**src/sxci_pkg.sv**
```systemverilog
package sxci_pkg;
    // input bit positions in the synchronised input vector
    localparam int IN_W = 6;
    localparam int IN_PAUSE = 0;
    localparam int IN_OVR = 1;
    localparam int IN_ISUP = 2;
    localparam int IN_HSTART = 3;
    localparam int IN_HPROX = 4;
    localparam int IN_HALT = 5;
    // register byte offsets
    localparam logic [7:0] OFF_CTRL = 8'h00;
    localparam logic [7:0] OFF_OVR = 8'h04;
    localparam logic [7:0] OFF_GAIN = 8'h08;
    localparam logic [7:0] OFF_STAT = 8'h0c;
    localparam logic [7:0] OFF_IRQ = 8'h10;
    localparam logic [7:0] OFF_MASK = 8'h14;
    // ratios in 0.01 percent steps
    localparam logic [15:0] PCT_100 = 16'h2710;
    localparam logic [15:0] PCT_200 = 16'h4e20;
    localparam logic [15:0] GAIN_LOWER_RST = 16'h1388;
    localparam logic [15:0] LIMITER_RST = 16'h0000;
    // velocities in milli-rev per second, limit 10 rev/s
    localparam logic [15:0] VEL_MAX = 16'h2710;
    // ctrl field layout
    localparam int CTRL_MODE_LSB = 8;
    localparam int MODE_W = 3;
    // homing modes that follow the proximity input
    localparam logic [MODE_W-1:0] HMODE_PROX_1 = 3'h1;
    localparam logic [MODE_W-1:0] HMODE_PROX_3 = 3'h3;
    localparam logic [MODE_W-1:0] HMODE_PROX_4 = 3'h4;
    localparam logic [MODE_W-1:0] HMODE_PROX_5 = 3'h5;
    // irq event bits
    localparam int EV_W = 4;
    localparam int EV_PAUSE = 0;
    localparam int EV_CANCEL = 1;
    localparam int EV_HOME = 2;
    localparam int EV_A5 = 3;

    // software configuration travelling as one bundle
    typedef struct packed {
        logic [IN_W-1:0] polarity;
        logic [MODE_W-1:0] homing_mode;
        logic [15:0] override_ratio;
        logic [15:0] gain_lowering_ratio;
        logic [15:0] observer_limiter_ratio;
    } sxci_cfg_type;

    // sequencer handshake bundle, same clock domain
    typedef struct packed {
        logic motion_active;
        logic pulse_train;
        logic line_writing;
        logic start_cmd;
        logic abs_move_cmd;
        logic homing_done;
        logic homing_abort;
        logic auto_tuning_command;
        logic alarm;
    } sxci_seq_type;

    // pause state machine, one-hot
    typedef enum logic [3:0] {
        ST_RUN = 4'h1,
        ST_DRAIN = 4'h2,
        ST_PAUSED = 4'h4,
        ST_CANCEL = 4'h8
    } sxci_state_type;
endpackage : sxci_pkg

```
**src/sxci_top.sv**
```systemverilog
// Added by the designer: the register offsets and register access over APB.
`timescale 1ns/1ns
// Behaviour
// - pause decelerates internal motion to stop
// - pause ignored under pulse-train command
// - finish program line before pausing
// - paused: execution suspended, busy stays closed
// - release resumes, motor reaccelerates
// - alarm or halt cancels pause, opens busy
// - start while paused: busy closes, stays held
// - override scales programmed velocity by ratio
// - override uses programmed accel profile
// - overridden velocity clamped to 10 rev/s
// - suppress limits integral and lowers gain
// - limiter zero cuts integral at once
// - no gain lowering during auto tuning
// - homing starts on rising edge only
// - absolute move after aborted homing warns
// - proximity input used in modes 1,3,4,5
// - per-input polarity, 1 means normally closed
module sxci_top (
    input wire logic pclk,
    input wire logic presetn,
    input wire logic psel,
    input wire logic penable,
    input wire logic pwrite,
    input wire logic [7:0] paddr,
    input wire logic [31:0] pwdata,
    output logic [31:0] prdata,
    output logic pready,
    output logic pslverr,
    input wire logic pause_request,
    input wire logic speed_override_request,
    input wire logic integral_suppress,
    input wire logic homing_start,
    input wire logic home_proximity_sensor,
    input wire logic halt_request,
    input wire sxci_pkg::sxci_seq_type seq,
    input wire logic [15:0] programmed_velocity,
    output logic busy,
    output logic hold_decel,
    output logic exec_suspend,
    output logic resume_pulse,
    output logic [15:0] target_velocity,
    output logic [15:0] integral_ratio,
    output logic [15:0] gain_ratio,
    output logic homing_go,
    output logic [2:0] homing_mode_out,
    output logic home_near,
    output logic warn_origin_undefined,
    output logic irq
);
    import sxci_pkg::*;

    sxci_cfg_type cfg_q; // software settings
    logic [IN_W-1:0] sync1_q; // first stage, read only by stage two
    logic [IN_W-1:0] sync2_q; // settled pin levels
    logic [IN_W-1:0] act; // polarity-corrected levels
    logic hstart_prev_q; // for edge detection
    sxci_state_type state_q;
    sxci_state_type state_d;
    logic homed_q; // origin defined
    logic [EV_W-1:0] irq_stat_q;
    logic [EV_W-1:0] irq_mask_q;
    logic [EV_W-1:0] ev; // event pulses this cycle
    logic apb_acc; // access phase, first cycle
    logic apb_wr;
    logic apb_rd;
    logic [31:0] rd_d;
    logic hit;
    logic [31:0] vel_prod; // velocity times ratio
    logic [31:0] vel_scaled;
    logic mode_uses_prox;

    // two-flop synchroniser for all pins
    always_ff @(posedge pclk or negedge presetn) begin
        if (!presetn) begin
            sync1_q <= '0;
            sync2_q <= '0;
        end else begin
            sync1_q <= {halt_request, home_proximity_sensor, homing_start,
                integral_suppress, speed_override_request, pause_request};
            sync2_q <= sync1_q;
        end
    end

    // per-input polarity, normally closed inverts
    genvar gi;
    generate
        for (gi = 0; gi < IN_W; gi++) begin : g_pol
            assign act[gi] = sync2_q[gi] ^ cfg_q.polarity[gi];
        end
    endgenerate

    // pause state machine next state
    always_comb begin
        state_d = state_q;
        unique case (state_q)
            ST_RUN: begin
                // pulse-train motion is not ours to hold
                if (act[IN_PAUSE] && !seq.pulse_train &&
                    (seq.motion_active || seq.start_cmd)) begin
                    state_d = seq.line_writing ? ST_DRAIN : ST_PAUSED;
                end
            end
            ST_DRAIN: begin
                // let the program line finish first
                if (seq.alarm || act[IN_HALT]) begin
                    state_d = ST_CANCEL;
                end else if (!seq.line_writing) begin
                    state_d = ST_PAUSED;
                end
            end
            ST_PAUSED: begin
                if (seq.alarm || act[IN_HALT]) begin
                    state_d = ST_CANCEL;
                end else if (!act[IN_PAUSE]) begin
                    state_d = ST_RUN;
                end
            end
            ST_CANCEL: begin
                // release only rearms, never resumes
                if (!act[IN_PAUSE]) begin
                    state_d = ST_RUN;
                end
            end
        endcase
    end

    // pause state register
    always_ff @(posedge pclk or negedge presetn) begin
        if (!presetn) begin
            state_q <= ST_RUN;
        end else begin
            state_q <= state_d;
        end
    end

    // motion control outputs
    always_ff @(posedge pclk or negedge presetn) begin
        if (!presetn) begin
            busy <= 1'b0;
            hold_decel <= 1'b0;
            exec_suspend <= 1'b0;
            resume_pulse <= 1'b0;
        end else begin
            // busy stays closed while held, opens on cancel
            busy <= (state_d == ST_PAUSED) || (state_d == ST_DRAIN) ||
                (seq.motion_active && state_d != ST_CANCEL);
            hold_decel <= (state_d == ST_PAUSED) && seq.motion_active;
            exec_suspend <= (state_d == ST_PAUSED);
            resume_pulse <= (state_q == ST_PAUSED) && (state_d == ST_RUN);
        end
    end

    // velocity override, ramp stays with the programmed profile
    // a full divide each cycle: costs area, saves a pipeline stage
    assign vel_prod = programmed_velocity * cfg_q.override_ratio;
    assign vel_scaled = vel_prod / {16'h0000, PCT_100};
    always_ff @(posedge pclk or negedge presetn) begin
        if (!presetn) begin
            target_velocity <= '0;
        end else if (act[IN_OVR] && seq.motion_active && !seq.pulse_train) begin
            // only the target moves; accel/decel untouched
            if (vel_scaled > {16'h0000, VEL_MAX}) begin
                target_velocity <= VEL_MAX;
            end else begin
                target_velocity <= vel_scaled[15:0];
            end
        end else begin
            target_velocity <= programmed_velocity;
        end
    end

    // integral suppress and gain lowering
    always_ff @(posedge pclk or negedge presetn) begin
        if (!presetn) begin
            integral_ratio <= PCT_100;
            gain_ratio <= PCT_100;
        end else begin
            // limiter of zero gives zero integral at once
            integral_ratio <= act[IN_ISUP] ? cfg_q.observer_limiter_ratio : PCT_100;
            gain_ratio <= (act[IN_ISUP] && !seq.auto_tuning_command) ?
                cfg_q.gain_lowering_ratio : PCT_100;
        end
    end

    // homing start edge and proximity
    // mode codes live in the package so the decode has no magic values
    assign mode_uses_prox = (cfg_q.homing_mode == HMODE_PROX_1) || (cfg_q.homing_mode == HMODE_PROX_3) ||
        (cfg_q.homing_mode == HMODE_PROX_4) || (cfg_q.homing_mode == HMODE_PROX_5);
    always_ff @(posedge pclk or negedge presetn) begin
        if (!presetn) begin
            hstart_prev_q <= 1'b0;
            homing_go <= 1'b0;
            homing_mode_out <= '0;
            home_near <= 1'b0;
        end else begin
            hstart_prev_q <= act[IN_HSTART];
            // falling edge does nothing; readiness is the master's job
            homing_go <= act[IN_HSTART] && !hstart_prev_q;
            homing_mode_out <= cfg_q.homing_mode;
            home_near <= act[IN_HPROX] && mode_uses_prox;
        end
    end

    // origin tracking and warning
    always_ff @(posedge pclk or negedge presetn) begin
        if (!presetn) begin
            homed_q <= 1'b0;
            warn_origin_undefined <= 1'b0;
        end else begin
            if (seq.homing_done) begin
                homed_q <= 1'b1;
            end else if (seq.homing_abort) begin
                homed_q <= 1'b0;
            end
            // warning set wins over clearing by a finished homing
            if (seq.abs_move_cmd && !homed_q) begin
                warn_origin_undefined <= 1'b1;
            end else if (seq.homing_done) begin
                warn_origin_undefined <= 1'b0;
            end
        end
    end

    // event pulses for the interrupt status
    assign ev[EV_PAUSE] = (state_q != ST_PAUSED) && (state_d == ST_PAUSED);
    assign ev[EV_CANCEL] = (state_q != ST_CANCEL) && (state_d == ST_CANCEL);
    assign ev[EV_HOME] = act[IN_HSTART] && !hstart_prev_q;
    assign ev[EV_A5] = seq.abs_move_cmd && !homed_q;

    // apb decode: one wait state so data is registered
    // unmapped offsets raise the slave error and read as zero
    assign apb_acc = psel && penable && !pready;
    assign apb_wr = apb_acc && pwrite;
    assign apb_rd = apb_acc && !pwrite;
    always_comb begin
        rd_d = '0;
        hit = 1'b1;
        unique case (paddr)
            OFF_CTRL: rd_d = {21'h000000, cfg_q.homing_mode, 2'h0, cfg_q.polarity};
            OFF_OVR: rd_d = {16'h0000, cfg_q.override_ratio};
            OFF_GAIN: rd_d = {cfg_q.observer_limiter_ratio, cfg_q.gain_lowering_ratio};
            OFF_STAT: rd_d = {23'h000000, homed_q, warn_origin_undefined, busy, state_q, act[IN_HPROX],
                act[IN_PAUSE]};
            OFF_IRQ: rd_d = {28'h0000000, irq_stat_q};
            OFF_MASK: rd_d = {28'h0000000, irq_mask_q};
            default: hit = 1'b0;
        endcase
    end

    // bus answer registers
    always_ff @(posedge pclk or negedge presetn) begin
        if (!presetn) begin
            pready <= 1'b0;
            pslverr <= 1'b0;
            prdata <= '0;
        end else begin
            pready <= apb_acc;
            pslverr <= apb_acc && !hit;
            prdata <= apb_rd ? rd_d : 32'h00000000;
        end
    end

    // configuration registers, ratios clamped to range
    always_ff @(posedge pclk or negedge presetn) begin
        if (!presetn) begin
            cfg_q.polarity <= '0;
            cfg_q.homing_mode <= '0;
            cfg_q.override_ratio <= PCT_100;
            cfg_q.gain_lowering_ratio <= GAIN_LOWER_RST;
            cfg_q.observer_limiter_ratio <= LIMITER_RST;
            irq_mask_q <= '0;
        end else if (apb_wr) begin
            if (paddr == OFF_CTRL) begin
                cfg_q.polarity <= pwdata[IN_W-1:0];
                cfg_q.homing_mode <= pwdata[CTRL_MODE_LSB +: MODE_W];
            end
            if (paddr == OFF_OVR) begin
                cfg_q.override_ratio <= (pwdata[15:0] > PCT_200) ? PCT_200 : pwdata[15:0];
            end
            if (paddr == OFF_GAIN) begin
                cfg_q.gain_lowering_ratio <= (pwdata[15:0] > PCT_100) ? PCT_100 : pwdata[15:0];
                cfg_q.observer_limiter_ratio <= (pwdata[31:16] > PCT_100) ? PCT_100 : pwdata[31:16];
            end
            if (paddr == OFF_MASK) begin
                irq_mask_q <= pwdata[EV_W-1:0];
            end
        end
    end

    // sticky events, read clears, new event wins
    always_ff @(posedge pclk or negedge presetn) begin
        if (!presetn) begin
            irq_stat_q <= '0;
        end else if (apb_rd && paddr == OFF_IRQ) begin
            irq_stat_q <= ev;
        end else begin
            irq_stat_q <= irq_stat_q | ev;
        end
    end

    // level interrupt
    always_ff @(posedge pclk or negedge presetn) begin
        if (!presetn) begin
            irq <= 1'b0;
        end else begin
            irq <= |(irq_stat_q & irq_mask_q);
        end
    end
endmodule : sxci_top

```
**config.mk**
```make
export PLATFORM = sky130hd
export DESIGN_NAME = sxci_top
export DESIGN_NICKNAME = d
export VERILOG_FILES = /design/src/sxci_pkg.sv /design/src/sxci_top.sv
export SDC_FILE = /design/constraint.sdc
export NUM_CORES = 1
export LEC_CHECK = 0
export ABC_CLOCK_PERIOD_IN_PS = 21700
export BUFFER_PORTS_ARGS = -buffer_cell sky130_fd_sc_hd__buf_2
export CORE_MARGIN = 1.5
export CORE_UTILIZATION = 36
export CTS_CLUSTER_SIZE = 14
export DETAILED_ROUTE_END_ITERATION = 8
export REMOVE_ABC_BUFFERS = 1
export SYNTH_ARGS = -nofsm -noshare
export SYNTH_HDL_FRONTEND = slang
export SYNTH_SLANG_ARGS = --single-unit
```
**constraint.sdc**
```tcl
create_clock -name pclk -period 21.7 [get_ports pclk]
set_clock_uncertainty 0.1 [all_clocks]
set_input_delay 2.17 -clock pclk [delete_from_list [all_inputs] [get_ports pclk]]
set_output_delay 2.17 -clock pclk [all_outputs]
set_load 0.03 [all_outputs]
```
==> results of run 1 <==
[layout make-up]
type,instances,area (sq um)
repair buffers,983,7160
fillers,6171,31800
clock buffers,19,443
multi-input cells,2251,20100
flip-flops and latches,176,4430
inverters,243,912
well taps,864,1080
clock inverters,13,171
[routing by layer]
layer	up-vias	share of wire	GRT usage
li1	11703	-	-
met1	12211	0.46	0.316
met2	560	0.49	0.373
met3	87	0.039	0.0208
met4	0	0.015	0.0435
met5	-	0	0
[registers in the layout (all words and copies together), names as in the netlist, 3 cells and up]
name	flops
cfg_q	57
prdata	32
gain_ratio	16
integral_ratio	16
target_velocity	16
sync1_q	6
sync2_q	6
irq_mask_q	4
irq_stat_q	4
state_q	4
homing_mode_out	3
[cell usage after synthesis, types with 27 or more instances]
master / number
nand4_1: 27
mux2i_1: 33
buf_4: 29
clkbuf_1: 68
dfrtp_1: 155
nor2_1: 173
nand2_1: 282
nand3_1: 64
o21ai_0: 86
xnor2_1: 88
and3_1: 46
a21o_1: 35
nand2b_1: 30
o21ai_1: 29
xor2_1: 33
o211ai_1: 35
a211oi_1: 36
fa_1: 194
a31oi_1: 37
inv_1: 241
a21oi_1: 111
a22o_1: 28
nor3_1: 57
ha_1: 104
and2_1: 193
[through the flow]
step | setup slack [ps] | std cells | setup TNS [ps] | cell area, sq um
floorplan | -1370 | 2670 | -13490 | 23500
global placement | -1820 | 4408 | -18910 | 30800
detailed placement | -1850 | 4408 | -19050 | 30800
CTS | -397 | 4489 | -3640 | 32800
global route | -1240 | 4549 | -12150 | 34300
finish | -458 | 4549 | -4050 | 34300
[repair_timing]
item                                    in CTS  in global routing
resized for setup                          181                233
buffers inserted                            49                 62
endpoints found under the setup margin      11                 11
pin swaps                                   85                159
cloned                                       1                  0
hold endpoints to repair                     0                  0
[logic make-up (layout without fill, tap and decap cells)]
kind of cell	after synthesis	after routing	share of synthesized area
fa+ha+maj	305	305	0.217
simple gates	1021	1021	0.219
buf+inv	361	1258	0.0643
mux	65	65	0.0303
xor+xnor	131	131	0.0510
flops	176	176	0.183
compound gates	729	729	0.235
[placed cells by master (no fill, tap or decap), types with 40 or more instances in the layout]
cell,synthesis,layout
inv_1,241,238
nand2_1,282,273
dfrtp_1,155,155
and2_1,193,185
fa_1,194,188
nand3_1,64,61
ha_1,104,96
nor3_1,57,43
nor2_1,173,161
and3_1,46,40
buf_4,29,776
o21ai_0,86,71
a21oi_1,111,91
xnor2_1,88,77
buf_2,4,162
[path summary, 6_finish.rpt]
path | endpoint | slack [ps]
worst max-delay path | target_velocity[6]$_DFF_PN0_ | -460
worst min-delay path | sync2_q[3]$_DFF_PN0_ | 250
worst max register to register | target_velocity[6]$_DFF_PN0_ | 800
worst min register to register | sync2_q[3]$_DFF_PN0_ | 250
max in group asynchronous | irq_mask_q[1]$_DFFE_PN0P_ | 18390
min in group asynchronous | integral_ratio[12]$_DFF_PN0_ | 1760
[worst max-delay path, delay by kind of cell]
family | cells | cell delay [ps]
mux | 7 | 2220
fa+ha+maj | 7 | 3060
buf+inv | 20 | 2750
xor+xnor | 1 | 250
compound gates | 37 | 8870
simple gates | 15 | 2990
==> metrics.yaml, run 1 <==
synthesis:
  synthArstFlopShare: 1.00
  yosys_warnings: 0
  ys_top_cells_by_area: "fa_1 (16%), dfrtp_1 (16%), ha_1 (5.4%), and2_1 (5.0%), nand2_1 (4.4%)"
  ys.flop_type: "dfrtp_1"
  netlist_area_sq_um: 24200
  synthesis.area_per_instance_sq_um: 8.67
  synthDominantAreaCellType: "fa_1"
  ys_seq_area_frac: 0.183
  netlist-cell-type-count: 150
  fraction_of_synthesized_cell_area_taken_by_the_top_area_cell_type: 0.161
  synth_cells: 2788
  postSynthRegisterBits: 176
  synth_enable_flop_cells: 0
layout:
  antenna_diode_count: 0
  finish.net_count: 4046
  post_route_cells_drive_above_1_share: 0.390
  area_overhead_of_the_layout_relative_to_synthesis_pct: 42.0
  final_util: 0.520
flow_run:
  maxCapViolations: 0
setup_path:
  cp_data_required_time_ps: 21930
  endpoint_kind: "register"
  critPathArrivalTime_ps: 22390
  cpPeakStageDelay_ps: 530
  crit_slowest_cell: "fa_2"
  setup.worst_path.start_class: "input pin"
  crit_start: "programmed_velocity[5]"
  worst_r2r_startpoint: "cfg_q[38]$_DFFE_PN0P_"
  worst-path-max-fanout: 12
  most_common_cell_type_on_the_critical_path: "buf_4"
  criticalPathCategory: "input pin to register"
  r2r.worst_path.cells: 90
clock_network:
  cts-root-buf: "clkbuf_16"
  quantity_of_hold_fixing_buffers_added_after_cts: 0
  worstSkewPairLatency_ps: 440
  ctsHtreeMaxLevel: 4
  tritoncts: "done"
  numClockSinks: 176
  tritoncts.num_buffers: 17
  cts.clk_slew.worst_paths_ps: 70
  clk_path_buf_depth: 2
grt:
  grt_usage: 0.224
  grt_pass1_wl_um: 126000
  grt_start_max_net_pins: 118
  antenna_found_initial: 0
  gr-total-overflow: 0
  first_global_vias: 23954
sta:
  drv_slew: 0
  final-hold-violation-count: 0
  post-route-period-util: 1.02
  grt_setup_unrepaired: "true"
  tightest_slew_ps: 1100
  final.setup.worst_slack_ps: -458
  finalCriticalPeriod_ps: 22160
  slew_headroom: 0.267
  clock.fmax_ghz: 0.0451
  report.final.setup_viol: 10
  fin_hold_ws_ps: 251
floorplanning:
  die_w_um: 262
  start_util: 0.366
  floorplan.die.height_um: 262
  core_area_sq_um: 66100
  die_area_sq_um: 68700
  pin_count: 169
  rows: 94
outcome:
  run_status: "finished, violations left"
  violations: "negative setup slack"
route:
  drtAntennaViolNets: 0
  drtIter0Drc: 1461
  dr.pass1.iters: 5
  drt_drc_violations_left: 0
  routedWlPerCell_um: 17.6
  post_drt_via_cell_ratio: 5.40
  vias_post_dr: 24561
  postRouteWirelength_um: 80100
placement:
  finalWeightedCongestion: 0.905
  io_buffer_count: 168
  dp.final_hpwl_um: 62900
min_path:
  min_from: "sync1_q[3]$_DFF_PN0_"
  min-delay-path-class: "register to register"
  hold_depth: 0
Power of run 1 is left out: the tool's default activity adds up to more than one toggle a clock period on the data nets, which glitch-free logic cannot reach.
==> inputs of run 2 (changes only) <==
--- a/config.mk
+++ b/config.mk
@@ -7,10 +7,13 @@
 export LEC_CHECK = 0
 export ABC_CLOCK_PERIOD_IN_PS = 21700
 export BUFFER_PORTS_ARGS = -buffer_cell sky130_fd_sc_hd__buf_2
+export CELL_PAD_IN_SITES_DETAIL_PLACEMENT = 1
+export CELL_PAD_IN_SITES_GLOBAL_PLACEMENT = 1
 export CORE_MARGIN = 1.5
 export CORE_UTILIZATION = 36
 export CTS_CLUSTER_SIZE = 14
 export DETAILED_ROUTE_END_ITERATION = 8
+export PLACE_DENSITY_LB_ADDON = 0.1
 export REMOVE_ABC_BUFFERS = 1
 export SYNTH_ARGS = -nofsm -noshare
 export SYNTH_HDL_FRONTEND = slang
==> run 2 against run 1 <==
Against the previous run:
- the run still ends with negative setup slack left
- critical path depth decreased by 2
- cell area rose by 2.2%
- core utilization up 1.2 points
- register-to-register slack worse by 280 ps
- worst setup slack lost 310 ps
- via count grew 2.3%
- fmax shrank 1.4%
- sequential share of layout area shrank 0.28 points
- global-route usage rose by 4.1 points
- flip-flop and latch count unchanged
- critical endpoint is now target_velocity[7]$_DFF_PN0_
- highest routed layer unchanged
==> metrics.yaml, run 2 (synthesis results as in run 1) <==
sta:
  slew_headroom: 0.0993  # -0.168
  drv_slew: 0  # unchanged
  tightest_slew_ps: 1350  # +246 ps
  post-route-period-util: 1.04  # +0.0143
  report.final.setup_viol: 10  # unchanged
  clock.fmax_ghz: 0.0445  # -1.4%
  final.setup.worst_slack_ps: -769  # -310 ps
  final-hold-violation-count: 0  # unchanged
  finalCriticalPeriod_ps: 22470  # +310 ps
  grt_setup_unrepaired: "true"
layout:
  area_overhead_of_the_layout_relative_to_synthesis_pct: 45.2
  regMostFlops: "cfg_q"
  number_of_flip_flops_in_the_largest_register: 57  # unchanged
  layout_top_registers: "cfg_q: 57 flops, prdata: 32 flops"
  most_common_cell_after_layout_fill_and_taps_aside: "buf_4"
  n_fill_cell: 7673  # +24%
  most-common-layout-cells: "buf_4 (816), nand2_1 (268), inv_1 (235)"
  post_route_cells_drive_above_1_share: 0.416  # +0.0261
  finish.net_count: 4096  # +1.2%
  final_cell_area_sq_um: 35100  # +2.2%
route:
  drt_drc_violations_left: 0  # unchanged
  vias_post_dr: 25118  # +2.3%
  drt-met1-wl_um: 41300  # +13%
  routedWlPerCell_um: 20.4  # +16%
  highest_routed_metal_layer: "met4"
  drtIter0Drc: 1190  # -19%
  met3WireLength_um: 2000  # -36%
  post_drt_via_cell_ratio: 5.46  # +1.1%
  dr.pass1.iters: 5  # unchanged
  postRouteWirelength_um: 94000  # +17%
  drtAntennaViolNets: 0  # unchanged
  metal2_wl_um: 49200  # +26%
floorplanning:
  core_area_sq_um: 66100  # unchanged
  rows: 94  # unchanged
  die_area_sq_um: 68700  # unchanged
  pin_count: 169  # unchanged
  start_util: 0.366  # unchanged
  die_w_um: 262  # unchanged
  floorplan.die.height_um: 262  # unchanged
clock_network:
  clk_path_buf_depth: 2  # unchanged
  numClockSinks: 176  # unchanged
  cts-root-buf: "clkbuf_16"
  cts.clk_slew.worst_paths_ps: 80  # about the same
  tritoncts: "done"
  tritoncts.num_buffers: 17  # unchanged
  worstSkewPairLatency_ps: 440  # about the same
  ctsHtreeMaxLevel: 4  # unchanged
setup_path:
  crit_start: "programmed_velocity[6]"
  critical_path.endpoint: "target_velocity[7]$_DFF_PN0_"
  setup.worst_path.start_class: "input pin"
  reg2reg_setup_slack_ps: 520  # -280 ps
  r2r_end: "target_velocity[7]$_DFF_PN0_"
  critPathArrivalTime_ps: 22700  # +310 ps
  endpoint_kind: "register"
  cp_data_required_time_ps: 21940  # about the same
  most_common_cell_type_on_the_critical_path: "buf_4"
  criticalPathCategory: "input pin to register"
  cpPeakStageDelay_ps: 640  # +110 ps
  worst-path-max-fanout: 6  # -6
  worst_r2r_startpoint: "cfg_q[40]$_DFFE_PN1P_"
  r2r.worst_path.cells: 86  # -4.4%
  crit_slowest_cell: "fa_2"
placement:
  io_buffer_count: 168  # unchanged
  place_area_sq_um: 31100  # +0.86%
  finalWeightedCongestion: 0.902  # -0.33%
  dp.final_hpwl_um: 73900  # +17%
grt:
  grt_pass1_wl_um: 147000  # +17%
  antenna_found_initial: 2  # +2
  first_global_vias: 27541  # +15%
  gr-total-overflow: 0  # unchanged
  grt_start_max_net_pins: 91  # -23%
  grt_usage: 0.264  # +0.0406
outcome:
  run_status: "finished, violations left"
  violations: "negative setup slack"
min_path:
  min-delay-path-class: "register to register"
flow_run:
  maxCapViolations: 0  # unchanged
run 2: worst max-delay path: cells and delay by family:
kind                       cells  cell delay [ps]
AOI/OAI and AO/OA             38             9090
xor gates and xnor gates       1              110
adders and majority gates      7             3470
buffers and inverters         16             2140
muxes                          5             1560
and+or+nand+nor               18             4080
run 2: worst min-delay path by stage:
stage,start,cells past startpoint,to
2_1_floorplan,sync1_q[0]$_DFF_PN0_,0,sync2_q[0]$_DFF_PN0_
3_3_place_gp,sync1_q[0]$_DFF_PN0_,0,sync2_q[0]$_DFF_PN0_
3_5_place_dp,sync1_q[4]$_DFF_PN0_,0,sync2_q[4]$_DFF_PN0_
4_1_cts,sync1_q[4]$_DFF_PN0_,0,sync2_q[4]$_DFF_PN0_
5_1_grt,sync1_q[5]$_DFF_PN0_,0,sync2_q[5]$_DFF_PN0_
6_report,sync1_q[4]$_DFF_PN0_,0,sync2_q[4]$_DFF_PN0_
run 2: cell type report:
class,instances,area (sq um),area share
diodes,2,5.00,0.000143
repair buffers,1033,7610,0.217
flip-flops and latches,176,4430,0.126
clock inverters,15,145,0.00413
clock buffers,17,425,0.0121
well taps,864,1080,0.0308
inverters,243,912,0.0260
multi-input cells,2251,20500,0.584
run 2: through the flow:
stage	instances	setup WS (ps)	utilization	TNS, ps	hold WS [ps]
floorplan	2670	-1370	-	-13490	231
global placement	4442	-1700	0.470	-17440	238
detailed placement	4442	-2290	0.470	-24290	241
CTS	4549	-402	0.510	-3490	259
global route	4601	-1400	0.531	-13910	266
finish	4601	-769	0.531	-7160	255
run 2: metal layers:
layer,GRT usage,vias to the layer above
met3,0.0162,99
met4,0.0543,0
li1,-,11786
met5,0,-
met1,0.344,12885
met2,0.481,348
run 2: timing repair:
action,CTS,global route
gates resized for setup,303,208
hold buffers,0,0
pin swaps,129,135
setup buffers,75,52
setup endpoints to repair,11,11
endpoints found under the hold margin,0,0
Power of run 2 is left out for the same reason.
